**src/pkg/tmc_pkg.sv**
```systemverilog
// Constants, types and counting helper for the timer0/1 and external interrupt control block.
// Assumes an 8-bit register port and one 25 MHz system clock.
// Function
// - Timer1's overflow flag is set on its overflow and cleared when the CPU acknowledges it.
// - Timer1 holds while its run bit is 0 and advances while it is 1.
// - Timer0's overflow flag is set on its overflow and cleared when the CPU acknowledges it.
// - Timer0 holds while its run bit is 0 and advances while it is 1.
// - Pin B's pending flag is set on each falling edge of that pin, enabled or not, and cleared on acknowledge.
// - Pin B requests on low level when its trigger select is 0 and on falling edges when it is 1.
// - Pin A's pending flag is set on each falling edge of that pin, enabled or not, and cleared on acknowledge.
// - Pin A requests on low level when its trigger select is 0 and on falling edges when it is 1.
// - With gating on, timer1 runs only while pin B is high and its run bit is set.
// - In timer mode, timer1 advances once every 2 system clocks.
// - In counter mode, timer1 advances on each falling edge of its count pin or of slow clock divided by SLOW_DIV (16 by default).
// - Timer1 mode 00 is 8 bits with 5-bit prescaler, 01 is 16 bits, 10 is 8-bit auto-reload, 11 stops it.
// - Timer0 has the same first three modes; in mode 11 its low byte counts alone and its high byte uses timer1's run bit and flag.
// - With gating on, timer0 runs only while pin A is high and its run bit is set.
// - Timer0 advances every 2 system clocks in timer mode and on count pin falling edges in counter mode.
package tmc_pkg;

  localparam logic [7:0] ADR_CTRL = 8'h88;
  localparam logic [7:0] ADR_MODE = 8'h89;
  localparam logic [7:0] ADR_TL0 = 8'h8A;
  localparam logic [7:0] ADR_TL1 = 8'h8B;
  localparam logic [7:0] ADR_TH0 = 8'h8C;
  localparam logic [7:0] ADR_TH1 = 8'h8D;
  localparam logic [7:0] ADR_IRQ_STAT = 8'hA0;
  localparam logic [7:0] ADR_IRQ_CLR = 8'hA1;
  localparam logic [7:0] ADR_IRQ_EN = 8'hA2;
  localparam logic [7:0] ADR_AUX = 8'hA3;

  localparam logic [7:0] BYTE_ZERO = 8'h00;
  localparam logic [7:0] BYTE_ONE = 8'h01;
  localparam logic [7:0] BYTE_MAX = 8'hFF;
  localparam logic [4:0] PRESC_ONE = 5'h01;
  localparam logic [4:0] PRESC_MAX = 5'h1F;
  localparam logic [15:0] WORD_ONE = 16'h0001;
  localparam logic [15:0] WORD_MAX = 16'hFFFF;

  // Control register bit positions
  localparam int CB_T1_OVF = 7;
  localparam int CB_T1_RUN = 6;
  localparam int CB_T0_OVF = 5;
  localparam int CB_T0_RUN = 4;
  localparam int CB_EB_PEND = 3;
  localparam int CB_EB_TRIG = 2;
  localparam int CB_EA_PEND = 1;
  localparam int CB_EA_TRIG = 0;

  // Mode register bit positions
  localparam int MB_T1_GATE = 7;
  localparam int MB_T1_SRC = 6;
  localparam int MB_T1_MODE = 4;
  localparam int MB_T0_GATE = 3;
  localparam int MB_T0_SRC = 2;
  localparam int MB_T0_MODE = 0;

  localparam int AUX_T1_SLOW = 0;
  localparam int SLOW_DIV_DEF = 16;

  typedef enum logic [1:0] {TMC_M13, TMC_M16, TMC_M8RL, TMC_MSPLIT} tmc_mode_e;

  // One bit per interrupt source, in vector priority order
  typedef struct packed {
    logic t1;
    logic eb;
    logic t0;
    logic ea;
  } tmc_src_s;

  typedef struct packed {
    logic [7:0] lo;
    logic [7:0] hi;
    logic ovf;
  } tmc_cnt_s;

  typedef struct packed {
    logic [7:0] ctrl;
    logic [7:0] mode;
    logic [7:0] tl0;
    logic [7:0] th0;
    logic [7:0] tl1;
    logic [7:0] th1;
    logic [7:0] aux;
    logic div2;
    logic [7:0] slow_cnt;
    tmc_src_s stat;
    tmc_src_s en;
    tmc_src_s req;
    logic irq;
    logic [7:0] rdata;
  } tmc_state_s;

  localparam tmc_state_s STATE_RST = '0;

  // One count step of a timer pair in the given mode
  function automatic tmc_cnt_s tmc_step(input logic [7:0] lo, input logic [7:0] hi,
                                        input tmc_mode_e mode, input logic inc);
    tmc_cnt_s r;
    r.lo = lo;
    r.hi = hi;
    r.ovf = 1'b0;
    if (inc)
    begin
      case (mode)
        TMC_M13:
        begin
          r.lo[4:0] = lo[4:0] + PRESC_ONE;
          if (lo[4:0] == PRESC_MAX)
          begin
            r.hi = hi + BYTE_ONE;
            r.ovf = (hi == BYTE_MAX);
          end
        end
        TMC_M16:
        begin
          {r.hi, r.lo} = {hi, lo} + WORD_ONE;
          r.ovf = ({hi, lo} == WORD_MAX);
        end
        TMC_M8RL:
        begin
          r.lo = (lo == BYTE_MAX) ? hi : lo + BYTE_ONE;
          r.ovf = (lo == BYTE_MAX);
        end
        default:
        begin
          r.lo = lo + BYTE_ONE;
          r.ovf = (lo == BYTE_MAX);
        end
      endcase
    end
    return r;
  endfunction : tmc_step

endpackage : tmc_pkg

```
**src/core/tmc_pin_sync.sv**
```systemverilog
// Two-stage synchroniser with falling edge detection for asynchronous pins.
// Assumes idle-high pins; stages reset high so release gives no false edge.
module tmc_pin_sync #(
  parameter int W = 5
) (
  input wire logic i_clk,
  input wire logic i_rst_n,
  input wire logic [W-1:0] i_async,
  output logic [W-1:0] o_sync,
  output logic [W-1:0] o_fall
);

  typedef struct packed {
    logic [W-1:0] s1;
    logic [W-1:0] s2;
    logic [W-1:0] s3;
  } tmc_sync_s;

  tmc_sync_s st_r;
  tmc_sync_s st_nxt;

  if (W < 1)
  begin : g_chk
    $error("tmc_pin_sync: W must be at least 1");
  end

  always_comb
  begin
    st_nxt.s1 = i_async;
    st_nxt.s2 = st_r.s1;
    st_nxt.s3 = st_r.s2;
  end

  always_ff @(posedge i_clk)
  begin
    if (!i_rst_n)
      st_r <= '1;
    else
      st_r <= st_nxt;
  end

  // First stage is read only by the second
  assign o_sync = st_r.s2;
  assign o_fall = st_r.s3 & ~st_r.s2;
endmodule : tmc_pin_sync

```
**src/core/tmc_timer_ctrl.sv**
```systemverilog
// Timer0/timer1 counting, control flags and external interrupt pin handling.
// Assumes a one-cycle register port, idle-high pins and a CPU acknowledge pulse per source.
//
// The address-and-strobe port was chosen for this implementation.
module tmc_timer_ctrl #(
  parameter int SLOW_DIV = tmc_pkg::SLOW_DIV_DEF
) (
  input wire logic I_CLK,
  input wire logic I_RST_N,
  input wire logic [7:0] I_ADDR,
  input wire logic [7:0] I_WDATA,
  input wire logic I_WR,
  input wire logic I_RD,
  output logic [7:0] O_RDATA,
  input wire logic I_EXT_IRQ_A,
  input wire logic I_EXT_IRQ_B,
  input wire logic I_T0_COUNT,
  input wire logic I_T1_COUNT,
  input wire logic I_SLOW_CLK,
  input wire tmc_pkg::tmc_src_s I_VEC_ACK,
  output tmc_pkg::tmc_src_s O_IRQ_REQ,
  output logic O_IRQ
);

  localparam logic [7:0] SLOW_LAST = 8'(SLOW_DIV - 1);

  if (SLOW_DIV < 2 || SLOW_DIV > 256)
  begin : g_chk
    $error("tmc_timer_ctrl: SLOW_DIV must be 2..256");
  end

  tmc_pkg::tmc_state_s st_r;
  tmc_pkg::tmc_state_s st_nxt;

  logic [4:0] pin_sync;
  logic [4:0] pin_fall;

  tmc_pin_sync #(
    .W(5)
  ) u_sync (
    .i_clk(I_CLK),
    .i_rst_n(I_RST_N),
    .i_async({I_SLOW_CLK, I_T1_COUNT, I_T0_COUNT, I_EXT_IRQ_B, I_EXT_IRQ_A}),
    .o_sync(pin_sync),
    .o_fall(pin_fall)
  );

  logic pin_a;
  logic pin_b;
  logic fall_a;
  logic fall_b;
  logic fall_t0;
  logic fall_t1;
  logic fall_slow;
  assign pin_a = pin_sync[0];
  assign pin_b = pin_sync[1];
  assign fall_a = pin_fall[0];
  assign fall_b = pin_fall[1];
  assign fall_t0 = pin_fall[2];
  assign fall_t1 = pin_fall[3];
  assign fall_slow = pin_fall[4];

  tmc_pkg::tmc_mode_e m0;
  tmc_pkg::tmc_mode_e m1;
  logic split;
  logic tick2;
  logic slow16;
  logic run0;
  logic run1;
  logic inc0;
  logic inc1;
  logic inc_th0;
  tmc_pkg::tmc_cnt_s s0;
  tmc_pkg::tmc_cnt_s s1;
  tmc_pkg::tmc_cnt_s sh;
  logic ovf0;
  logic ovf1;

  assign m0 = tmc_pkg::tmc_mode_e'(st_r.mode[tmc_pkg::MB_T0_MODE +: 2]);
  assign m1 = tmc_pkg::tmc_mode_e'(st_r.mode[tmc_pkg::MB_T1_MODE +: 2]);
  assign split = (m0 == tmc_pkg::TMC_MSPLIT);
  // Half-rate tick shared by both timers in timer mode
  assign tick2 = st_r.div2;
  assign slow16 = fall_slow && (st_r.slow_cnt == SLOW_LAST);

  assign run0 = st_r.ctrl[tmc_pkg::CB_T0_RUN]
    && (!st_r.mode[tmc_pkg::MB_T0_GATE] || pin_a);
  assign run1 = st_r.ctrl[tmc_pkg::CB_T1_RUN]
    && (!st_r.mode[tmc_pkg::MB_T1_GATE] || pin_b);
  assign inc0 = run0 && (st_r.mode[tmc_pkg::MB_T0_SRC] ? fall_t0 : tick2);
  assign inc1 = run1 && (m1 != tmc_pkg::TMC_MSPLIT)
    && (st_r.mode[tmc_pkg::MB_T1_SRC]
        ? (st_r.aux[tmc_pkg::AUX_T1_SLOW] ? slow16 : fall_t1) : tick2);
  // Split mode high byte borrows timer1's run bit and is timer-only
  assign inc_th0 = split && st_r.ctrl[tmc_pkg::CB_T1_RUN] && tick2;

  assign s0 = tmc_pkg::tmc_step(st_r.tl0, st_r.th0, m0, inc0);
  assign s1 = tmc_pkg::tmc_step(st_r.tl1, st_r.th1, m1, inc1);
  assign sh = tmc_pkg::tmc_step(st_r.th0, tmc_pkg::BYTE_ZERO, tmc_pkg::TMC_MSPLIT, inc_th0);
  assign ovf0 = s0.ovf;
  // Timer1 loses its flag to timer0's high byte while timer0 is split
  assign ovf1 = split ? sh.ovf : s1.ovf;

  logic wr_ctrl;
  logic wr_tl0;
  logic wr_th0;
  logic wr_tl1;
  logic wr_th1;
  assign wr_ctrl = I_WR && (I_ADDR == tmc_pkg::ADR_CTRL);
  assign wr_tl0 = I_WR && (I_ADDR == tmc_pkg::ADR_TL0);
  assign wr_th0 = I_WR && (I_ADDR == tmc_pkg::ADR_TH0);
  assign wr_tl1 = I_WR && (I_ADDR == tmc_pkg::ADR_TL1);
  assign wr_th1 = I_WR && (I_ADDR == tmc_pkg::ADR_TH1);

  always_comb
  begin
    logic [7:0] base;
    logic [3:0] clr;
    base = wr_ctrl ? I_WDATA : st_r.ctrl;
    clr = 4'h0;
    st_nxt = st_r;
    st_nxt.rdata = tmc_pkg::BYTE_ZERO;
    st_nxt.div2 = !st_r.div2;
    if (fall_slow)
      st_nxt.slow_cnt = (st_r.slow_cnt == SLOW_LAST) ? tmc_pkg::BYTE_ZERO
        : st_r.slow_cnt + tmc_pkg::BYTE_ONE;

    // Software writes to the data bytes win over counting
    st_nxt.tl0 = wr_tl0 ? I_WDATA : s0.lo;
    st_nxt.th0 = wr_th0 ? I_WDATA : (split ? sh.lo : s0.hi);
    st_nxt.tl1 = wr_tl1 ? I_WDATA : s1.lo;
    st_nxt.th1 = wr_th1 ? I_WDATA : s1.hi;

    // Hardware set wins over software write and acknowledge
    st_nxt.ctrl = base;
    st_nxt.ctrl[tmc_pkg::CB_T1_OVF] = ovf1
      || (base[tmc_pkg::CB_T1_OVF] && !I_VEC_ACK.t1);
    st_nxt.ctrl[tmc_pkg::CB_T0_OVF] = ovf0
      || (base[tmc_pkg::CB_T0_OVF] && !I_VEC_ACK.t0);
    st_nxt.ctrl[tmc_pkg::CB_EB_PEND] = fall_b
      || (base[tmc_pkg::CB_EB_PEND] && !I_VEC_ACK.eb);
    st_nxt.ctrl[tmc_pkg::CB_EA_PEND] = fall_a
      || (base[tmc_pkg::CB_EA_PEND] && !I_VEC_ACK.ea);

    st_nxt.req.t1 = st_nxt.ctrl[tmc_pkg::CB_T1_OVF];
    st_nxt.req.t0 = st_nxt.ctrl[tmc_pkg::CB_T0_OVF];
    st_nxt.req.eb = st_r.ctrl[tmc_pkg::CB_EB_TRIG]
      ? st_nxt.ctrl[tmc_pkg::CB_EB_PEND] : !pin_b;
    st_nxt.req.ea = st_r.ctrl[tmc_pkg::CB_EA_TRIG]
      ? st_nxt.ctrl[tmc_pkg::CB_EA_PEND] : !pin_a;

    if (I_WR)
    begin
      if (I_ADDR == tmc_pkg::ADR_MODE)
        st_nxt.mode = I_WDATA;
      else if (I_ADDR == tmc_pkg::ADR_IRQ_CLR)
        clr = I_WDATA[3:0];
      else if (I_ADDR == tmc_pkg::ADR_IRQ_EN)
        st_nxt.en = tmc_pkg::tmc_src_s'(I_WDATA[3:0]);
      else if (I_ADDR == tmc_pkg::ADR_AUX)
        st_nxt.aux = I_WDATA;
    end
    st_nxt.stat = tmc_pkg::tmc_src_s'({ovf1, fall_b, ovf0, fall_a} | (st_r.stat & ~clr));
    st_nxt.irq = |(st_nxt.stat & st_nxt.en);

    if (I_RD)
    begin
      if (I_ADDR == tmc_pkg::ADR_CTRL)
        st_nxt.rdata = st_r.ctrl;
      else if (I_ADDR == tmc_pkg::ADR_MODE)
        st_nxt.rdata = st_r.mode;
      else if (I_ADDR == tmc_pkg::ADR_TL0)
        st_nxt.rdata = st_r.tl0;
      else if (I_ADDR == tmc_pkg::ADR_TL1)
        st_nxt.rdata = st_r.tl1;
      else if (I_ADDR == tmc_pkg::ADR_TH0)
        st_nxt.rdata = st_r.th0;
      else if (I_ADDR == tmc_pkg::ADR_TH1)
        st_nxt.rdata = st_r.th1;
      else if (I_ADDR == tmc_pkg::ADR_IRQ_STAT)
        st_nxt.rdata = {4'h0, st_r.stat};
      else if (I_ADDR == tmc_pkg::ADR_IRQ_EN)
        st_nxt.rdata = {4'h0, st_r.en};
      else if (I_ADDR == tmc_pkg::ADR_AUX)
        st_nxt.rdata = st_r.aux;
    end
  end

  always_ff @(posedge I_CLK)
  begin
    if (!I_RST_N)
      st_r <= tmc_pkg::STATE_RST;
    else
      st_r <= st_nxt;
  end

  assign O_RDATA = st_r.rdata;
  assign O_IRQ_REQ = st_r.req;
  assign O_IRQ = st_r.irq;

  logic [15:0] t0v;
  logic [15:0] t1v;
  logic no_wr;
  assign t0v = {st_r.th0, st_r.tl0};
  assign t1v = {st_r.th1, st_r.tl1};
  assign no_wr = !I_WR;
endmodule : tmc_timer_ctrl

```
**config.mk**
```make
export PLATFORM = sky130hd
export DESIGN_NAME = tmc_timer_ctrl
export DESIGN_NICKNAME = d
export VERILOG_FILES = /design/src/pkg/tmc_pkg.sv /design/src/core/tmc_pin_sync.sv /design/src/core/tmc_timer_ctrl.sv
export SDC_FILE = /design/constraint.sdc
export NUM_CORES = 1
export LEC_CHECK = 0
export BUFFER_PORTS_ARGS = -buffer_cell sky130_fd_sc_hd__buf_2
export CORE_ASPECT_RATIO = 0.75
export CORE_MARGIN = 2
export CORE_UTILIZATION = 42
export CTS_BUF_LIST = sky130_fd_sc_hd__clkbuf_16
export DETAILED_ROUTE_END_ITERATION = 8
export MAX_ROUTING_LAYER = met4
export PLACE_DENSITY_LB_ADDON = 0.2
export SLEW_MARGIN = 40
export SYNTH_ARGS = -nofsm -noshare
export SYNTH_HDL_FRONTEND = slang
export SYNTH_SLANG_ARGS = --single-unit
```
**constraint.sdc**
```tcl
create_clock -name I_CLK -period 4 [get_ports I_CLK]
set_input_delay 0.8 -clock I_CLK [delete_from_list [all_inputs] [get_ports I_CLK]]
set_output_delay 0.8 -clock I_CLK [all_outputs]
set_load 0.02 [all_outputs]
```
; ---- After elaboration in Yosys (flattened, before gate mapping)
; Cells that the tools add are included.
[op_classes]
add_sub_neg = 9
eq_ne = 30
n_mux = 45
n_bitwise = 9
reduce_logical = 48
[op_table]
columns = operator, count
row1 = two-way mux 8 bit, 19
row2 = "== test 8 bit, second input constant", 14
row3 = "adder 8 x 1 -> 8 bit, second input constant", 5
row4 = two-way mux 17 bit, 2
row5 = "adder 16 x 1 -> 16 bit, second input constant", 2
row6 = "== test 16 bit, second input constant", 2
row7 = case mux 8 bit (2 select lines), 2
row8 = case mux 5 bit (3 select lines), 2
row9 = two-way mux 4 bit, 7
row10 = two-way mux 9 bit, 2
row11 = case mux 3 bit (3 select lines), 2
row12 = logical AND 1 bit, 17
row13 = "adder 5 x 1 -> 5 bit, second input constant", 2
row14 = "== test 5 bit, second input constant", 2
row15 = zero test 1 bit, 9
row16 = bitwise AND 4 bit, 2
row17 = "== test 8 x 4 -> 1 bit, second input constant", 1
row18 = AND reduction 2 bit, 4
row19 = two-way mux 1 bit, 7
row20 = "== test 2 bit, second input constant", 3
row21 = logical OR 1 bit, 6
row22 = "!= test 2 bit, second input constant", 3
row23 = nonzero test 2 bit, 3
row24 = nonzero test 3 bit, 2
row25 = 16 further kinds, 21
[totals]
reg_bits = 101
out_inout_bits = 13

; ---- Logic depth before layout (Yosys ltp)
; Gate-level depths: netlist of run 1.
[logic_depth]
depth_word = 11
ltp_mapped = 10
ltp_nobuf = 10

; ---- Modules after synthesis
; A second synthesis of run 1 with hierarchy kept.
[hier_totals]
cells_unflattened = 714
hier_area_um2 = 6108.4
[modules_own_cells]
columns = mod, instances, cells_each, area_per_inst_um2, seq_area_each_um2
row1 = tmc_timer_ctrl, 1, 673, 5635.4, 1681.6
row2 = tmc_pin_sync, 1, 41, 473.0, 300.3

; ---- Worst setup path after synthesis of run 1
; Ideal clock, no wire load.
[synth_path]
path_type = input-to-reg
from = input port I_ADDR[4]
to = register st_r[30] (netlist bit)
setup_ns = 0.128
t_arrival_ns = 2.132
slack_ns = 1.740
path_stages = 6
path_cell_list = nor3b_2 and2_1 clkbuf_1 nand3_1 mux2i_1 nor2_1
[synth_between]
elab_chain_cells = 3
elab_cells_between_ends = 8
classes_between = 4 x eq/ne / 3 x bitwise / 1 x reduce/logical
[synth_rtl]
columns = element, line
row1 = "start, declared", tmc_timer_ctrl.sv:10  ; input wire logic [7:0] I_ADDR,
row2 = "== test 8 bit, on equally long branches", "tmc_timer_ctrl.sv:158, tmc_timer_ctrl.sv:154, tmc_timer_ctrl.sv:156"
row3 = NOT 1 bit (no source line), -
row4 = AND reduction 5 bit (no source line) *, -
row5 = "end signal, assigned", tmc_timer_ctrl.sv:192  ; st_r <= tmc_pkg::STATE_RST;
row6 = "end signal, assigned", tmc_timer_ctrl.sv:194  ; st_r <= st_nxt;
row7 = "end, declared", tmc_timer_ctrl.sv:32  ; tmc_pkg::tmc_state_s st_r;
; Mark *: on every way between the ends. The rest lies on a longest branch, timed or not.
; A chain may end at the register's enable or synchronous reset.

; ---- Worst setup path after layout of run 1
[layout_path]
from = register st_r[62] (netlist bit)
to = register st_r (netlist bit O_IRQ)
[layout_between]
elab_chain_cells = 7
elab_cells_between_ends = 9
classes_between = 3 x eq/ne / 3 x mux / 2 x bitwise / 1 x reduce/logical
[layout_rtl]
columns = element, line
row1 = == test 5 bit, tmc_pkg.sv:109  ; if (lo[4:0] == PRESC_MAX)
row2 = two-way mux 9 bit, tmc_pkg.sv:109
row3 = case mux 1 bit (2 select lines) *, tmc_pkg.sv:105  ; case (mode)
row4 = two-way mux 17 bit *, tmc_pkg.sv:103  ; if (inc)
row5 = OR 4 bit *, tmc_timer_ctrl.sv:163  ; st_nxt.stat = tmc_pkg::tmc_src_s'({ovf1, fall_b, ovf0, fall_a} | (st_r.stat & ~clr));
row6 = bitwise AND 4 bit *, tmc_timer_ctrl.sv:164  ; st_nxt.irq = |(st_nxt.stat & st_nxt.en);
row7 = OR reduction 4 bit *, tmc_timer_ctrl.sv:164
; Mark *: on every way between the ends. The rest lies on a longest branch, timed or not. The select of a mux whose other input is x is not followed.

==> results of run 1 <==
-- layout make-up --
| class | instances | area [um2] | share of cell area |
|---|---|---|---|
| multi-input cells | 548 | 3480 | 0.554 |
| flip-flops and latches | 99 | 1980 | 0.315 |
| repair buffers | 45 | 235 | 0.0374 |
| clock buffers | 9 | 225 | 0.0358 |
| well taps | 175 | 219 | 0.0348 |
| inverters | 20 | 75.1 | 0.0119 |
| clock inverters | 7 | 70.1 | 0.0111 |
-- metrics by stage --
stage               hold slack [ps]  power (mW)  instance area [um2]  setup WS (ps)
finish                          404        2.00                 6290           1250
global route                    423        2.06                 6290           1090
CTS                             405        2.01                 6280           1350
detailed placement              392        1.14                 5990           1160
global placement                390        1.14                 5990           1250
floorplan                       386        1.09                 5790           1740
-- state kept, by name (all words and copies together), names as in the netlist --
register and flops:
O_IRQ_REQ 2, O_RDATA 8, m0 2, st_r 68
tick2 1, O_IRQ 1, u_sync.o_sync 5, u_sync.st_r 5
u_sync.st_nxt 5, m1 2
-- cells in the final DEF, fill, tap and decap left out, drive strengths merged, types with 6 or more instances in the layout --
cell type	n
mux2i	28
and2	10
nand4	14
a21oi	56
nand2	68
a21o	7
ha	16
o21ai	45
a22o	6
inv	24
a31oi	7
nor2b	13
buf	45
nor2	56
o32ai	6
nand2b	24
and3	9
dfxtp	99
a22oi	6
xnor2	19
nand3	35
o2bb2ai	7
nor3	18
o22ai	6
o211ai	11
clkbuf	9
xor2	10
nor3b	6
-- final timing paths --
path	depth (start not counted)	to	slack, ps	from
setup / recovery	9	O_IRQ	1250	st_r[62]
hold / removal	1	u_sync.o_sync[2]	400	u_sync.st_nxt[7]
setup reg to reg	9	O_IRQ	1250	st_r[62]
hold reg to reg	1	u_sync.o_sync[2]	400	u_sync.st_nxt[7]
-- worst max-delay path, delay by kind of cell (launching register included) --
kind,cells,cell delay [ps]
compound gates,5,1290
fa+ha+maj,2,610
flops,1,400
simple gates,2,320
-- per-layer routing --
metal | track usage | part of all wire | up-vias
met5 | - | 0 | -
met4 | 0.0693 | 0.019 | 0
met3 | 0.0754 | 0.083 | 29
met2 | 0.367 | 0.42 | 223
met1 | 0.368 | 0.48 | 2579
li1 | - | - | 2606
-- cells by family after synthesis --
logic type / Yosys count / synth area share
adder cells (fa/ha/maj): 16 / 0.0346
flip-flops: 99 / 0.342
XOR/XNOR: 29 / 0.0439
multiplexers: 30 / 0.0523
buffers and inverters: 75 / 0.0577
AND/OR/NAND/NOR: 274 / 0.242
AO/OA/AOI/OAI: 199 / 0.227
-- report_power, final --
group | leakage (nW) | internal [mW] | switching, mW
Sequential | 0.801 | 0.995 | 0.00843
Clock | 0.147 | 0.442 | 0.441
Combinational | 1.36 | 0.0338 | 0.0800
==> flow_metrics.env, run 1 <==
export IMPL_slew_viol_final=0
export IMPL_postRouteAntennaNets=0
export IMPL_worstPathMaxFanout=7
export IMPL_post_cts_buffers=0
export IMPL_cts_sinks=99
export IMPL_clk_latency_ps=360
export IMPL_wl_um=18600
export IMPL_drc=0
export IMPL_gp_congestion=0.932
export IMPL_critPathArrivalTime_ps=2970
export IMPL_h_tree_depth=3
export IMPL_final_core_utilization=0.462
export IMPL_synth_distinct_cells=69
export IMPL_grt_pass1_wl_um=29300
export IMPL_synth_area_um2=5790
export IMPL_nets=768
export IMPL_die_y_um=106
export IMPL_grt_pass1_vias=5132
export IMPL_timing_max_cap_violations=0
export IMPL_ys_seq_elements=99
export IMPL_post_cts_resized=0
export IMPL_period_minus_slack_ps=2750
export IMPL_floorplan_initialDensity=0.426
export IMPL_cp_start_kind="register"
export IMPL_nFillCells=1374
export IMPL_grt_remaining_overflow=0
export IMPL_cts_hold_buffers=0
export IMPL_syn_avg_cell_area_um2=8.02
export IMPL_postSynthCellCount=722
export IMPL_firstDrtPassIters=5
export IMPL_crit_type="reg2reg"
export IMPL_fin_cells=903
export IMPL_synthArstFlopShare=0
export IMPL_synthFlopType="dfxtp_1"
export IMPL_maxSlewHeadroom=0.530
export IMPL_synth_most_common_cell="dfxtp_1"
export IMPL_worst_hold_path_type="reg2reg"
export IMPL_syn_to_final_growth_pct=8.55
export IMPL_status="complete, no violations"
export IMPL_setup_viol=0
export IMPL_io_buffers=41
export IMPL_yosysWarningCount=0
export IMPL_placedCellCount=887
export IMPL_yosysSeqAreaShare=0.342
export IMPL_yosysTopAreaCell="dfxtp_1"
export IMPL_grt_usage=0.262
export IMPL_yosys_top_cells_count="dfxtp_1 (99), nand2_1 (68), a21oi_1 (56)"
export IMPL_vias=5437
export IMPL_rows=37
export IMPL_synth_nets=767
export IMPL_hold_violations=0
export IMPL_required_ps=4220
export IMPL_cp_slowest_cell="a41oi_1"
export IMPL_die_x_um=140
export IMPL_num_antenna_cells=0
export IMPL_vdd_ir_drop_max_mv=0.221
export IMPL_critPathMaxStageDelay_ps=510
export IMPL_viasPerCell=6.02
export IMPL_synth_area_leaders="dfxtp_1 (34%), a21oi_1 (4.8%), mux2i_1 (4.8%), nand2_1 (4.4%), nor2_1 (3.6%)"
export IMPL_antenna_found_initial=0
export IMPL_io_pins=42
export IMPL_tns_ps=0
export IMPL_drive_above_1_share=0.100
export IMPL_path_common_cell="ha_1"
export IMPL_cts_buffer_depth=2
export IMPL_skew_ps=8.82
export IMPL_numCtsBuffers=9
export IMPL_p_leak_nw=2.30
export IMPL_cts_tree="built"
export IMPL_cp_cell_sequence="ha_1 > and3_1 > ha_1 > nand2_1 > o21ai_0 > a41oi_1 > a2bb2oi_1 > o221a_2 > o22ai_1"
export IMPL_dp_hpwl_um=13300
export IMPL_period_share=0.687
export IMPL_end_kind="register"
export IMPL_pwr_density_cell_nw_per_um2=318
export IMPL_core_um2=13600
export IMPL_rsz0062_at_grt="false"
export IMPL_ctsRootBufferMaster="clkbuf_16"
export IMPL_yosys_area_top_type_share=0.342
export IMPL_cts_reportedPaths_clkPinSlew_ps=70
export IMPL_max_freq_ghz=0.364
export IMPL_synth_edff_count=0
export IMPL_drt_wirelength_per_cell_um=20.6
export IMPL_grt_start_max_net_pins=42
export IMPL_worst_slew_pin_slew_ps=705
export IMPL_die_area_um2=14800
export IMPL_drt_iter0_drc=721
(Power assumes the default switching activity.)
==> inputs of run 2 (changes only) <==
==> constraint.sdc (replaced) <==
create_clock -name I_CLK -period 2.6 [get_ports I_CLK]
set_input_delay 0.52 -clock I_CLK [delete_from_list [all_inputs] [get_ports I_CLK]]
set_output_delay 0.52 -clock I_CLK [all_outputs]
set_load 0.02 [all_outputs]
==> flow_metrics.env, run 2 (same netlist as run 1, synthesis figures left out) <==
export IMPL_gp_congestion=1.01
export IMPL_max_freq_ghz=0.422
export IMPL_grt_pass1_vias=5215
export IMPL_critPathMaxStageDelay_ps=440
export IMPL_period_share=0.910
export IMPL_antenna_found_initial=0
export IMPL_nets=788
export IMPL_h_tree_depth=3
export IMPL_drt_wirelength_per_cell_um=20.3
export IMPL_ctsRootBufferMaster="clkbuf_16"
export IMPL_num_antenna_cells=0
export IMPL_worstSetupStartpoint="st_r[62]"
export IMPL_vdd_ir_drop_max_mv=0.372
export IMPL_skew_ps=8.10
export IMPL_final_common_cell="dfxtp_1"
export IMPL_final_cell_mix="dfxtp_1 (99), nand2_1 (68), a21oi_1 (56), nor2_1 (55), buf_2 (41)"
export IMPL_nFillCells=1380
export IMPL_postRouteAntennaNets=0
export IMPL_pwr_density_cell_nw_per_um2=475
export IMPL_rows=37
export IMPL_layout_setup_ws_ps=233
export IMPL_worst_slew_pin_slew_ps=704
export IMPL_path_buf_inv=1
export IMPL_vias=5526
export IMPL_use_met2=0.376
export IMPL_cp_start_kind="register"
export IMPL_crit_type="reg2reg"
export IMPL_hold_violations=0
export IMPL_viasPerCell=5.99
export IMPL_syn_to_final_growth_pct=11.4
export IMPL_die_x_um=140
export IMPL_regMostFlops="st_r"
export IMPL_cts_tree="built"
export IMPL_worst_hold_path_type="in2reg"
export IMPL_path_common_cell="ha_1"
export IMPL_period_minus_slack_ps=2370
export IMPL_grt_start_max_net_pins=39
export IMPL_end_kind="register"
export IMPL_busiest_layer="met1"
export IMPL_grt_remaining_overflow=0
export IMPL_place_ws_ps=280
export IMPL_numCtsBuffers=9
export IMPL_worstPathMaxFanout=10
export IMPL_cp_cell_sequence="ha_1 > and3_1 > ha_1 > mux2i_1 > o31ai_4 > buf_12 > nand2_1 > a221oi_1 > nor3_1"
export IMPL_maxSlewHeadroom=0.528
export IMPL_setup_viol=0
export IMPL_drc=0
export IMPL_tns_ps=0
export IMPL_cts_hold_buffers=0
export IMPL_grt_pass1_wl_um=29500
export IMPL_required_ps=2830
export IMPL_cts_reportedPaths_clkPinSlew_ps=80
export IMPL_die_area_um2=14800
export IMPL_dp_hpwl_um=13900
export IMPL_floorplan_initialDensity=0.426
export IMPL_io_pins=42
export IMPL_rr_startpoint="st_r[62]"
export IMPL_largest_reg_flops=68
export IMPL_met1_usage=0.384
export IMPL_status="complete, no violations"
export IMPL_cts_buffer_depth=2
export IMPL_grt_usage=0.262
export IMPL_clk_latency_ps=350
export IMPL_firstDrtPassIters=5
export IMPL_die_y_um=106
export IMPL_use_met3=0.0491
export IMPL_cpLargestDelayFamily="adder cells"
export IMPL_critPathArrivalTime_ps=2600
export IMPL_core_um2=13600
export IMPL_cts_sinks=99
export IMPL_io_buffers=41
export IMPL_p_leak_nw=2.41
export IMPL_drive_above_1_share=0.124
export IMPL_wl_um=18700
export IMPL_timing_max_cap_violations=0
export IMPL_cp_slowest_cell="dfxtp_1"
export IMPL_rsz0062_at_grt="false"
export IMPL_min_from="I_SLOW_CLK"
export IMPL_slew_viol_final=0
export IMPL_drt_iter0_drc=561
[run 2: cell type report]
cell class / instances / area (um2) / area share
Clock buffer: 9 / 225 / 0.0349
Clock inverter: 7 / 70.1 / 0.0109
Sequential cell: 99 / 1980 / 0.307
Tap cell: 175 / 219 / 0.0339
Inverter: 20 / 75.1 / 0.0116
Timing Repair Buffer: 65 / 398 / 0.0617
Multi-Input combinational cell: 548 / 3480 / 0.540
[run 2: worst paths after layout]
check                     end  slack (ps)  cells after the start
min          u_sync.st_nxt[9]         340                      2
max                  st_r[60]         230                      9
max reg2reg          st_r[60]         230                      9
min reg2reg  u_sync.o_sync[1]         410                      1
[run 2: timing repair]
action                     4_1_cts  5_1_grt
setup buffers                    0        1
gates resized for setup          0        2
setup endpoints to repair        0        4
[run 2: metal layers]
| metal | wire length, um | vias up | share of wire |
|---|---|---|---|
| met2 | 7870 | 238 | 0.42 |
| li1 | - | 2648 | - |
| met4 | 286 | 0 | 0.015 |
| met1 | 8910 | 2609 | 0.48 |
| met3 | 1640 | 31 | 0.088 |
| met5 | 0 | - | 0 |
[run 2: through the flow]
stage                     total power, mW  utilization  hold WS (ps)  std cells  cell area, um2
final                                3.07        0.474           344        923            6450
after floorplan                      1.68            -           386        722            5790
after CTS                            3.08        0.472           344        922            6420
after global routing                 3.16        0.474           340        923            6450
after global placement               1.76        0.450           388        906            6130
after detailed placement             1.76        0.450           392        906            6130
[run 2: report_power, final]
part	internal, mW	leakage, nW	switching (mW)
logic	0.0598	1.46	0.130
registers	1.53	0.801	0.0107
clock network	0.677	0.147	0.657
